## src/asq_defs.vh

```
// Purpose: constants for the sequencer step 13/14 configuration bank
// Assumes: AXI4-Lite slave with 32-bit data; word index = byte address / 4
// Notes:   printed offsets are word indexes, byte address is four times them
`ifndef ASQ_DEFS_VH
`define ASQ_DEFS_VH

// ----------------------------------------------------------------------
// register map (word indexes)
// ----------------------------------------------------------------------
`define ASQ_IDX_W          10
`define ASQ_IDX_STEP13     10'h09D
`define ASQ_IDX_STEP14     10'h09E

// ----------------------------------------------------------------------
// reset values and writable bits
// ----------------------------------------------------------------------
`define ASQ_RST_STEP13     16'h000D
`define ASQ_RST_STEP14     16'h000E
`define ASQ_WR_MASK        16'hE01F

// ----------------------------------------------------------------------
// field positions
// ----------------------------------------------------------------------
`define ASQ_EN_BIT         15
`define ASQ_GAIN_HI        14
`define ASQ_GAIN_LO        13
`define ASQ_NEG_BIT        4
`define ASQ_POS_HI         3
`define ASQ_POS_LO         0

// ----------------------------------------------------------------------
// field encodings
// ----------------------------------------------------------------------
`define ASQ_GAIN_X1        2'h0
`define ASQ_GAIN_X2        2'h1
`define ASQ_FACTOR_1       3'h1
`define ASQ_FACTOR_2       3'h2
`define ASQ_FACTOR_4       3'h4
`define ASQ_POS_AUTO_MIN   4'h8
`define ASQ_POS_TEMP       4'h8
`define ASQ_POS_SHORT      4'h9
`define ASQ_POS_TDAC       4'hA
`define ASQ_POS_SUPPLY_MIN 4'hB
`define ASQ_EXT_ONE        8'h01

// ----------------------------------------------------------------------
// bus responses
// ----------------------------------------------------------------------
`define ASQ_RESP_OKAY      2'h0
`define ASQ_RESP_DECERR    2'h3
`define ASQ_BYTE_MASK      8'hFF
`define ASQ_ZERO16         16'h0000

`endif

```

## src/asq_step_cfg.v

```verilog
// Purpose: configuration registers and decoded routing for sequencer steps 13 and 14
// Assumes: one clock, synchronous active-low reset, AXI4-Lite register access
// Notes:   decoded routing outputs lag a register write by one clock
//
// Notes on behaviour
// - bit 15 enables the step when 1 and excludes it when 0, resetting to 0.
// - bits 14:13 select gain 1 for 00, 2 for 01 and 4 for both 10 and 11, resetting to 00.
// - bit 4 routes analog ground as negative input when 0 and external input seven when 1.
// - bits 3:0 codes 0 to 7 select external inputs zero to seven as positive input.
// - code 8 routes the temperature sensor and code 9 an internal short to ground.
// - code 10 routes test source B and the remaining upper codes select supply monitors.
// - for internal codes that pick the negative input themselves, bit 4 is ignored.
// - step 14 sits at index 9Eh and resets to 000Eh, disabled with positive code 1110.
// - step 13 sits at index 9Dh and resets to 000Dh, disabled with positive code 1101.
//
// The AXI4-Lite slave port was chosen for this implementation.
`timescale 1ns/1ps
`include "asq_defs.vh"

module asq_step_cfg #(
    parameter ADDR_W = 12
) (
    input  wire              core_clk,
    input  wire              rst_n,
    input  wire [ADDR_W-1:0] s_axi_awaddr,
    input  wire              s_axi_awvalid,
    output wire              s_axi_awready,
    input  wire [31:0]       s_axi_wdata,
    input  wire [3:0]        s_axi_wstrb,
    input  wire              s_axi_wvalid,
    output wire              s_axi_wready,
    output wire [1:0]        s_axi_bresp,
    output wire              s_axi_bvalid,
    input  wire              s_axi_bready,
    input  wire [ADDR_W-1:0] s_axi_araddr,
    input  wire              s_axi_arvalid,
    output wire              s_axi_arready,
    output wire [31:0]       s_axi_rdata,
    output wire [1:0]        s_axi_rresp,
    output wire              s_axi_rvalid,
    input  wire              s_axi_rready,
    output wire              step13_enable,
    output wire [1:0]        step13_gain_select,
    output wire [2:0]        step13_gain_factor,
    output wire [3:0]        step13_positive_select,
    output wire              step13_negative_select,
    output wire              step13_neg_auto,
    output wire [7:0]        step13_pos_external,
    output wire              step13_pos_temp,
    output wire              step13_pos_short,
    output wire              step13_pos_test_src,
    output wire              step13_pos_supply,
    output wire              step14_enable,
    output wire [1:0]        step14_gain_select,
    output wire [2:0]        step14_gain_factor,
    output wire [3:0]        step14_positive_select,
    output wire              step14_negative_select,
    output wire              step14_neg_auto,
    output wire [7:0]        step14_pos_external,
    output wire              step14_pos_temp,
    output wire              step14_pos_short,
    output wire              step14_pos_test_src,
    output wire              step14_pos_supply
);

    // ------------------------------------------------------------------
    // helper functions
    // ------------------------------------------------------------------
    function [2:0] gain_factor;
        input [1:0] code;
        begin
            if (code == `ASQ_GAIN_X1) begin
                gain_factor = `ASQ_FACTOR_1;
            end else if (code == `ASQ_GAIN_X2) begin
                gain_factor = `ASQ_FACTOR_2;
            end else begin
                gain_factor = `ASQ_FACTOR_4;
            end
        end
    endfunction

    function is_auto;
        input [3:0] code;
        begin
            is_auto = (code >= `ASQ_POS_AUTO_MIN);
        end
    endfunction

    function [7:0] ext_onehot;
        input [3:0] code;
        begin
            if (is_auto(code)) begin
                ext_onehot = 8'h00;
            end else begin
                ext_onehot = `ASQ_EXT_ONE << code[2:0];
            end
        end
    endfunction

    // merges enabled byte lanes into a register, keeping reserved bits zero
    function [15:0] merge_write;
        input [15:0] old;
        input [15:0] data;
        input [1:0]  strb;
        reg   [15:0] lanes;
        begin
            lanes       = {(strb[1] ? `ASQ_BYTE_MASK : 8'h00),
                           (strb[0] ? `ASQ_BYTE_MASK : 8'h00)};
            merge_write = ((old & ~lanes) | (data & lanes)) & `ASQ_WR_MASK;
        end
    endfunction

    // ------------------------------------------------------------------
    // bus state
    // ------------------------------------------------------------------
    reg                   awready_r;
    reg                   wready_r;
    reg                   aw_held_r;
    reg                   w_held_r;
    reg [`ASQ_IDX_W-1:0]  wr_idx_r;
    reg [15:0]            wr_data_r;
    reg [1:0]             wr_strb_r;
    reg                   bvalid_r;
    reg [1:0]             bresp_r;
    reg                   arready_r;
    reg                   rvalid_r;
    reg [31:0]            rdata_r;
    reg [1:0]             rresp_r;
    reg [15:0]            cfg13_r;
    reg [15:0]            cfg14_r;

    wire                  aw_take  = s_axi_awvalid & awready_r;
    wire                  w_take   = s_axi_wvalid & wready_r;
    wire                  wr_fire  = aw_held_r & w_held_r & ~bvalid_r;
    wire                  hit13_w  = (wr_idx_r == `ASQ_IDX_STEP13);
    wire                  hit14_w  = (wr_idx_r == `ASQ_IDX_STEP14);
    wire [`ASQ_IDX_W-1:0] rd_idx   = s_axi_araddr[`ASQ_IDX_W+1:2];
    wire                  hit13_r  = (rd_idx == `ASQ_IDX_STEP13);
    wire                  hit14_r  = (rd_idx == `ASQ_IDX_STEP14);
    wire                  ar_take  = s_axi_arvalid & arready_r;

    // ------------------------------------------------------------------
    // write channel: address and data taken in either order
    // ------------------------------------------------------------------
    always @(posedge core_clk) begin
        if (!rst_n) begin
            awready_r <= 1'b0;
            wready_r  <= 1'b0;
            aw_held_r <= 1'b0;
            w_held_r  <= 1'b0;
            wr_idx_r  <= {`ASQ_IDX_W{1'b0}};
            wr_data_r <= `ASQ_ZERO16;
            wr_strb_r <= 2'h0;
            bvalid_r  <= 1'b0;
            bresp_r   <= `ASQ_RESP_OKAY;
        end else begin
            if (!aw_held_r && !awready_r && !bvalid_r) begin
                awready_r <= 1'b1;
            end
            if (!w_held_r && !wready_r && !bvalid_r) begin
                wready_r <= 1'b1;
            end
            if (aw_take) begin
                awready_r <= 1'b0;
                aw_held_r <= 1'b1;
                wr_idx_r  <= s_axi_awaddr[`ASQ_IDX_W+1:2];
            end
            if (w_take) begin
                wready_r  <= 1'b0;
                w_held_r  <= 1'b1;
                wr_data_r <= s_axi_wdata[15:0];
                wr_strb_r <= s_axi_wstrb[1:0];
            end
            if (wr_fire) begin
                bvalid_r <= 1'b1;
                bresp_r  <= (hit13_w | hit14_w) ? `ASQ_RESP_OKAY : `ASQ_RESP_DECERR;
            end
            if (bvalid_r && s_axi_bready) begin
                bvalid_r  <= 1'b0;
                aw_held_r <= 1'b0;
                w_held_r  <= 1'b0;
            end
        end
    end

    // ------------------------------------------------------------------
    // configuration registers
    // ------------------------------------------------------------------
    always @(posedge core_clk) begin
        if (!rst_n) begin
            cfg13_r <= `ASQ_RST_STEP13;
            cfg14_r <= `ASQ_RST_STEP14;
        end else if (wr_fire) begin
            if (hit13_w) begin
                cfg13_r <= merge_write(cfg13_r, wr_data_r, wr_strb_r);
            end
            if (hit14_w) begin
                cfg14_r <= merge_write(cfg14_r, wr_data_r, wr_strb_r);
            end
        end
    end

    // ------------------------------------------------------------------
    // read channel
    // ------------------------------------------------------------------
    always @(posedge core_clk) begin
        if (!rst_n) begin
            arready_r <= 1'b0;
            rvalid_r  <= 1'b0;
            rdata_r   <= 32'h00000000;
            rresp_r   <= `ASQ_RESP_OKAY;
        end else begin
            if (!arready_r && !rvalid_r) begin
                arready_r <= 1'b1;
            end
            if (ar_take) begin
                arready_r <= 1'b0;
                rvalid_r  <= 1'b1;
                // reserved bits are never stored, so they read as zero
                if (hit13_r) begin
                    rdata_r <= {16'h0000, cfg13_r};
                    rresp_r <= `ASQ_RESP_OKAY;
                end else if (hit14_r) begin
                    rdata_r <= {16'h0000, cfg14_r};
                    rresp_r <= `ASQ_RESP_OKAY;
                end else begin
                    rdata_r <= 32'h00000000;
                    rresp_r <= `ASQ_RESP_DECERR;
                end
            end
            if (rvalid_r && s_axi_rready) begin
                rvalid_r <= 1'b0;
            end
        end
    end

    // ------------------------------------------------------------------
    // decoded routing, registered so every output is a flop
    // ------------------------------------------------------------------
    // during reset the decoders see the reset words so outputs agree with them
    wire [15:0] src13 = rst_n ? cfg13_r : `ASQ_RST_STEP13;
    wire [15:0] src14 = rst_n ? cfg14_r : `ASQ_RST_STEP14;
    wire [3:0]  pos13 = src13[`ASQ_POS_HI:`ASQ_POS_LO];
    wire [3:0]  pos14 = src14[`ASQ_POS_HI:`ASQ_POS_LO];
    wire [1:0]  gn13  = src13[`ASQ_GAIN_HI:`ASQ_GAIN_LO];
    wire [1:0]  gn14  = src14[`ASQ_GAIN_HI:`ASQ_GAIN_LO];

    reg         s13_en_r;
    reg [1:0]   s13_gain_r;
    reg [2:0]   s13_fac_r;
    reg [3:0]   s13_pos_r;
    reg         s13_neg_r;
    reg         s13_auto_r;
    reg [7:0]   s13_ext_r;
    reg         s13_temp_r;
    reg         s13_short_r;
    reg         s13_tdac_r;
    reg         s13_sup_r;
    reg         s14_en_r;
    reg [1:0]   s14_gain_r;
    reg [2:0]   s14_fac_r;
    reg [3:0]   s14_pos_r;
    reg         s14_neg_r;
    reg         s14_auto_r;
    reg [7:0]   s14_ext_r;
    reg         s14_temp_r;
    reg         s14_short_r;
    reg         s14_tdac_r;
    reg         s14_sup_r;

    always @(posedge core_clk) begin
        s13_en_r    <= src13[`ASQ_EN_BIT];
        s13_gain_r  <= gn13;
        s13_fac_r   <= gain_factor(gn13);
        s13_pos_r   <= pos13;
        s13_auto_r  <= is_auto(pos13);
        // negative select counts only for external positive codes
        s13_neg_r   <= src13[`ASQ_NEG_BIT] & ~is_auto(pos13);
        s13_ext_r   <= ext_onehot(pos13);
        s13_temp_r  <= (pos13 == `ASQ_POS_TEMP);
        s13_short_r <= (pos13 == `ASQ_POS_SHORT);
        s13_tdac_r  <= (pos13 == `ASQ_POS_TDAC);
        s13_sup_r   <= (pos13 >= `ASQ_POS_SUPPLY_MIN);
        s14_en_r    <= src14[`ASQ_EN_BIT];
        s14_gain_r  <= gn14;
        s14_fac_r   <= gain_factor(gn14);
        s14_pos_r   <= pos14;
        s14_auto_r  <= is_auto(pos14);
        s14_neg_r   <= src14[`ASQ_NEG_BIT] & ~is_auto(pos14);
        s14_ext_r   <= ext_onehot(pos14);
        s14_temp_r  <= (pos14 == `ASQ_POS_TEMP);
        s14_short_r <= (pos14 == `ASQ_POS_SHORT);
        s14_tdac_r  <= (pos14 == `ASQ_POS_TDAC);
        s14_sup_r   <= (pos14 >= `ASQ_POS_SUPPLY_MIN);
    end

    // ------------------------------------------------------------------
    // output wiring
    // ------------------------------------------------------------------
    assign s_axi_awready          = awready_r;
    assign s_axi_wready           = wready_r;
    assign s_axi_bresp            = bresp_r;
    assign s_axi_bvalid           = bvalid_r;
    assign s_axi_arready          = arready_r;
    assign s_axi_rdata            = rdata_r;
    assign s_axi_rresp            = rresp_r;
    assign s_axi_rvalid           = rvalid_r;
    assign step13_enable          = s13_en_r;
    assign step13_gain_select     = s13_gain_r;
    assign step13_gain_factor     = s13_fac_r;
    assign step13_positive_select = s13_pos_r;
    assign step13_negative_select = s13_neg_r;
    assign step13_neg_auto        = s13_auto_r;
    assign step13_pos_external    = s13_ext_r;
    assign step13_pos_temp        = s13_temp_r;
    assign step13_pos_short       = s13_short_r;
    assign step13_pos_test_src    = s13_tdac_r;
    assign step13_pos_supply      = s13_sup_r;
    assign step14_enable          = s14_en_r;
    assign step14_gain_select     = s14_gain_r;
    assign step14_gain_factor     = s14_fac_r;
    assign step14_positive_select = s14_pos_r;
    assign step14_negative_select = s14_neg_r;
    assign step14_neg_auto        = s14_auto_r;
    assign step14_pos_external    = s14_ext_r;
    assign step14_pos_temp        = s14_temp_r;
    assign step14_pos_short       = s14_short_r;
    assign step14_pos_test_src    = s14_tdac_r;
    assign step14_pos_supply      = s14_sup_r;

endmodule
```

## config.mk

```make
export PLATFORM = sky130hd
export DESIGN_NAME = asq_step_cfg
export DESIGN_NICKNAME = d
export VERILOG_FILES = /design/src/asq_step_cfg.v
export VERILOG_INCLUDE_DIRS = /design/src /design/src/src
export SDC_FILE = /design/constraint.sdc
export NUM_CORES = 1
export LEC_CHECK = 0
export BUFFER_PORTS_ARGS = -buffer_cell sky130_fd_sc_hd__buf_2
export CAP_MARGIN = 20
export CORE_MARGIN = 3
export CORE_UTILIZATION = 30
export CTS_CLUSTER_SIZE = 25
export DETAILED_ROUTE_END_ITERATION = 8
export PLACE_DENSITY_LB_ADDON = 0.1
export SYNTH_ARGS = -nofsm -noshare
export SYNTH_HDL_FRONTEND = slang
export SYNTH_SLANG_ARGS = --single-unit
```

## constraint.sdc

```tcl
create_clock -name core_clk -period 2.7 [get_ports core_clk]
set_clock_uncertainty 0.05 [all_clocks]
set_input_delay 0.135 -clock core_clk [delete_from_list [all_inputs] [get_ports core_clk]]
set_output_delay 0.135 -clock core_clk [all_outputs]
set_load 0.03 [all_outputs]
```

### Yosys cells after proc, flatten, opt, wreduce, memory -nomap -nowiden

Index checks and enable logic that the tools add are counted.

* muxes and demuxes: 11
* eq/ne operators: 12
* order comparisons: 4
* reductions and logical operators: 23
* shifts and indexed selects: 2
* bitwise gates (word level): 18

Operators by type and width (count)
* $and 16x16->16: 3
* $eq 10x8->1 const B: 4
* $mux 16: 2
* $or 16x16->16: 2
* $mux 15: 2
* $eq 4x4->1 const B: 6
* $ge 4x4->1 const B: 4
* $mux 8: 2
* $not 16->16: 1
* $shl 1x3->8 const A: 2
* $reduce_or 2->1: 5
* $and 1x1->1: 7
* $logic_and 1x1->1: 7
* $logic_not 1->1: 7
* $mux 2: 3
* $mux 3: 2
* $eq 2x1->1 const B: 2
* $logic_not 2->1: 2
* $not 1->1: 4
* $reduce_and 2->1: 2
* $or 1x1->1: 1

* output and inout port bits: 89
* flip-flop bits (word level): 135
* bits of input ports: 67
* word-level logic and storage cells: 107

### Logic depth before layout (Yosys ltp)

Gate-level depths: netlist of the first run.

* word-level depth: 4
* depth in mapped cells: 6
* gate-level depth less buffers: 4

### Worst setup path before layout of the first run

OpenSTA, ideal clock, no wires.

* path kind: reg-to-reg
* from: reg wr_idx_r[9]
* to: reg (tool-made name)
* path buffers: 1
* arrival time: 1.717 ns
* cell stages (with the launch flop): 5
* period minus slack after synthesis: 1.888 ns
* setup slack: 0.812 ns
* setup time: 0.121 ns
* data required time: 2.529 ns
* cells stage by stage: dfxtp_1 or4b_4 buf_6 nor4_4 mux2_4

RTL lines
* start, declared: RTL line asq_step_cfg.v:120 `` reg [`ASQ_IDX_W-1:0] wr_idx_r; ``
* start signal, assigned: RTL line asq_step_cfg.v:151 `` wr_idx_r <= {`ASQ_IDX_W{1'b0}}; ``
* start signal, assigned: RTL line asq_step_cfg.v:166 `` wr_idx_r <= s_axi_awaddr[`ASQ_IDX_W+1:2]; ``

==> results.cfg, run 1 <==
[run_status]
outcome = completed

[yosys]
synth_top_area_frac = 0.545
yosys-top-cells-area = dfxtp_1 55%, nand2_1 7.6%, buf_4 5.8%
synth_seq_cells = 99
avgSynthCellArea_um2 = 9.85
yosysTopAreaCell = dfxtp_1
synthArstFlopShare = 0
yosysSeqAreaShare = 0.545
syn_inst = 369
synthFlopType = dfxtp_1
synth_common_cells = 99 x dfxtp_1, 74 x nand2_1, 28 x buf_4
synthDistinctLibCells = 37
netlist_area_mm2 = 0.00364
ys_warn_count = 0
synth_edf_count = 0
synth.most_common_cell = dfxtp_1

[placed_design]
dp_hpwl_um = 6000
port_buffers = 101
gp_congestion = 0.725
dpl_cell_area_mm2 = 0.00414

[final_layout]
final_layout_size_suffix_gt1_frac = 0.266
synthToLayoutAreaGrowth_pct = 26.9
final_net_count = 547
antenna_cells = 0
final_area_mm2 = 0.00461

[floorplanning]
ioPinCount = 156
dieHeight_um = 116
core_region_area_mm2 = 0.0116
floorplan.initialDensity = 0.313
rows = 39
dieWidth_um = 116
die-area_mm2 = 0.0135

[clock_tree]
cts_buffers = 9
cts.clk_slew.worst_paths_ns = 0.07
cts_tree = built
clk_path_buf_depth = 2
cts_setup_buffers = 0
clkSinkCount = 99
htreeDepth = 3
ctsHoldBuffers = 15
clock_latency_ns = 0.34
post_cts_resized = 0
cts-root-buf = clkbuf_16

[sta]
worstMarginPinSlew_ns = 0.850
tns_ns = 0
max_slew_margin = 0.432
finalHoldViolations = 0
setup_viol = 0
post-route-period-util = 0.732
slew_violations = 0
rsz0062_at_grt = false
max_freq_mhz = 506
fin_crit_ns = 1.98

[route]
drtIter0Drc = 120
remaining_drc_errors = 0
highest_layer = met4
vias = 2689
routedWlPerCell_um = 13.1
drt_wl_total_um = 8200
ant_nets = 0
route.met2.wl_um = 3880
dr.pass1.iters = 4
routed-wl-met3_um = 412
wl_met1_um = 3780
vias_per_cell = 4.28

[power_and_ir_drop]
p_leak_nw = 2.11
power_density_mw_per_mm2 = 671
ir_drop_v = 0.000361

[hold_path]
hold_path_class = primary input to flip-flop

[grt]
overflow = 0
grt_max_degree = 35
grt_usage = 0.126
grt_first_pass_wirelength_um = 13000
grt_antenna_before_repair = 0
grt_pass1_vias = 2639

[setup_path]
critPathKind = flip-flop to flip-flop
startpoint_type = flip-flop
cp_slowest_cell = or4b_4
critPathRequiredTime_ns = 2.88
crit_fanout = 5
path_cells = or4b_4 > nor4_4 > mux2_4
end_kind = flip-flop
cp_slowest_stage_delay_ns = 0.62
cp.arrival_ns = 2.16

[job]
maxCapViolCount = 0
==> routing by layer <==
layer  up-vias  track usage
li1       1386            -
met1      1218        0.158
met2        74        0.211
met3        11       0.0259
met4         0       0.0510
met5         -            0
==> worst paths after layout <==
check	startpoint	endpoint	slack, ns	cells after the start
hold reg to reg	s_axi_rdata[4]	s_axi_rdata[4]	0.40	2
setup / recovery	wr_idx_r[9]	flip-flop	0.72	3
hold / removal	s_axi_wdata[13]	wr_data_r[13]	0.01	3
setup reg to reg	wr_idx_r[9]	flip-flop	0.72	3
==> layout make-up <==
cell class | instances | area, µm²
fill | 1212 | 7000
sequential | 99 | 1980
multi-input combinational | 236 | 1400
timing repair buffer | 119 | 681
clock buffer | 10 | 229
tap | 143 | 179
clock inverter | 6 | 88.8
inverter | 15 | 56.3
==> power by group <==
group          internal [mW]  switching [mW]  leakage [nW]
clock network          0.814           0.565         0.149
logic                 0.0782           0.136          1.16
registers               1.48          0.0201         0.801
total                   2.38           0.721          2.11
==> logic make-up (layout without fill, tap and decap cells) <==
kind of cell	count (synthesis)	count (layout)	synth area share
AND/OR/NAND/NOR	146	146	0.215
flip-flops	99	99	0.545
buffers and inverters	57	150	0.0939
AO/OA/AOI/OAI	48	48	0.0929
multiplexers	17	17	0.0496
other	1	24	0.00103
XOR/XNOR	1	1	0.00241
==> worst max-delay path: cells and delay by family, from the launching register on <==
family	cells	cell delay, ns
multiplexers	1	0.34
AND/OR/NAND/NOR	2	1.16
flip-flops	1	0.31
==> placed cells by master, fill, tap and decap left out, drive strengths merged, types with 5 or more instances in the layout <==
cell type,count
buf,103
dfxtp,99
nand2,74
conb,24
a21boi,24
dlygate4sd3,16
inv,16
mux2i,15
nor2,13
nor3,13
nor2b,10
clkbuf,10
nand2b,9
a22oi,8
o21ai,8
nor4,6
and2,5
nand3b,5
==> per-stage QoR <==
step | setup WS, ns | power (mW) | utilization | hold WS [ns] | std cells
after floorplan | 0.812 | 1.70 | - | 0.220 | 392
after global placement | 0.741 | 1.74 | 0.356 | 0.331 | 596
after detailed placement | 0.734 | 1.74 | 0.356 | 0.336 | 596
after CTS | 0.713 | 3.14 | 0.396 | 0.00222 | 627
after global routing | 0.629 | 3.21 | 0.397 | 0.0162 | 628
final | 0.723 | 3.10 | 0.397 | 0.00966 | 628
(Power assumes the default switching activity.)
==> run 2: changes to the inputs <==
==> constraint.sdc (replaced) <==
create_clock -name core_clk -period 2 [get_ports core_clk]
set_clock_uncertainty 0.05 [all_clocks]
set_input_delay 0.1 -clock core_clk [delete_from_list [all_inputs] [get_ports core_clk]]
set_output_delay 0.1 -clock core_clk [all_outputs]
set_load 0.03 [all_outputs]
==> results.cfg, run 2 (synthesis gave the netlist of run 1 again) <==
[run_status]
outcome = completed

[setup_path]
cp-startpoint = wr_idx_r[9]
rr_startpoint = wr_idx_r[9]
crit_fanout = 5
startpoint_type = flip-flop
path_cells = or4b_4 > nor4_4 > buf_4 > mux2i_1
crit_family = simple AND/OR/NAND/NOR gates
cp_slowest_cell = or4b_4
cp.arrival_ns = 2.04
worstRegToRegCells = 4
crit_cells = 4
r2r_slack_ns = 0.19
cp_slowest_stage_delay_ns = 0.62
critPathKind = flip-flop to flip-flop
worst-path-buf-inv = 1
end_kind = flip-flop
critPathRequiredTime_ns = 2.23

[final_layout]
synthToLayoutAreaGrowth_pct = 28.3
antenna_cells = 0
final_net_count = 558
layout_common_cells = 101 x buf_2, 99 x dfxtp_1, 74 x nand2_1, 24 x conb_1, 21 x dlygate4sd3_1
layout_commonest_cell = buf_2
final_layout_size_suffix_gt1_frac = 0.272

[sta]
fin_crit_ns = 1.81
finalHoldViolations = 0
hold-worst-slack_ns = 0.0143
setup_viol = 0
tns_ns = 0
slew_violations = 0
post-route-period-util = 0.903
rsz0062_at_grt = false
max_freq_mhz = 554
timing.final.ws_setup_ns = 0.195

[floorplanning]
rows = 39
ioPinCount = 156
core_region_area_mm2 = 0.0116
floorplan.initialDensity = 0.313
dieWidth_um = 116
die-area_mm2 = 0.0135
dieHeight_um = 116

[power_and_ir_drop]
ir_drop_v = 0.000343
p_leak_nw = 2.14
power_density_mw_per_mm2 = 843
p_total_mw = 3.93

[grt]
grt_antenna_before_repair = 0
grt_pass1_vias = 2550
overflow = 0
grt_max_degree = 21
grt_usage = 0.126
grt_first_pass_wirelength_um = 12900

[clock_tree]
clock_latency_ns = 0.35
post_cts_resized = 0
cts.clk_slew.worst_paths_ns = 0.07
cts_buffers = 9
cts_tree = built
htreeDepth = 3
clk_path_buf_depth = 2
cts_setup_buffers = 0
cts-root-buf = clkbuf_16
clkSinkCount = 99

[route]
dr.pass1.iters = 4
ant_nets = 0
vias = 2743
remaining_drc_errors = 0
routedWlPerCell_um = 12.9
drtIter0Drc = 62
vias_per_cell = 4.29
drt_wl_total_um = 8250

[hold_path]
min_from = s_axi_rready
whs_path_depth = 3
hold_path_class = primary input to flip-flop
hold_end = s_axi_rvalid

[job]
maxCapViolCount = 0

[placed_design]
place_ws_ns = 0.192
gp_congestion = 0.714
dp_hpwl_um = 6080
port_buffers = 101
## run 2: changes by cell type in the layout (fill, tap and decap cells not counted)
| cell | previous run | this run |
|---|---|---|
| buf_4 | 2 | 8 |
| dlygate4sd3_1 | 16 | 21 |
| bufinv_16 | 2 | 0 |
| clkinv_4 | 0 | 2 |
| clkinv_2 | 1 | 2 |
| inv_6 | 1 | 0 |
## run 2: tightest hold or removal path: cells and delay by family
kind                   cells  cell delay, ns
AND/OR/NAND/NOR            1            0.14
multiplexers               1            0.05
buffers and inverters      1            0.07
## run 2: layout make-up
cell class,instances,area (µm²)
Fill cell,1182,6950
Sequential cell,99,1980
Multi-Input combinational cell,236,1400
Timing Repair Buffer,130,776
Clock buffer,10,229
Tap cell,143,179
Inverter,15,56.3
Clock inverter,6,42.5
## run 2: power by group
part	internal [mW]	leakage [nW]	switching, mW
Sequential	2.00	0.801	0.0275
Combinational	0.117	1.21	0.185
Clock	0.843	0.128	0.753
## run 2: metal layers
metal / track usage / share of wire / vias up
met5: 0 / 0 / -
met4: 0.0626 / 0.021 / 0
met3: 0.0337 / 0.057 / 12
met2: 0.204 / 0.46 / 79
met1: 0.156 / 0.46 / 1239
li1: - / - / 1413
## run 2: how the worst max path moves through the flow
stage / endpoint / slack (ns)
after floorplan: flip-flop / 0.11
after global placement: flip-flop / 0.21
after detailed placement: flip-flop / 0.19
after CTS: flip-flop / 0.17
after global routing: flip-flop / 0.09
final: flip-flop / 0.19
## run 2: what timing repair did
action / 4_1_cts / 5_1_grt
hold endpoints to repair: 21 / 0
hold buffers: 21 / 0
endpoints found under the setup margin: 0 / 0
## run 2: per-stage QoR
step,instance area (µm²),util,instances
2_1_floorplan,3720,-,392
3_3_place_gp,4180,0.360,602
3_5_place_dp,4180,0.360,602
4_1_cts,4660,0.402,639
5_1_grt,4660,0.402,639
6_report,4660,0.402,639
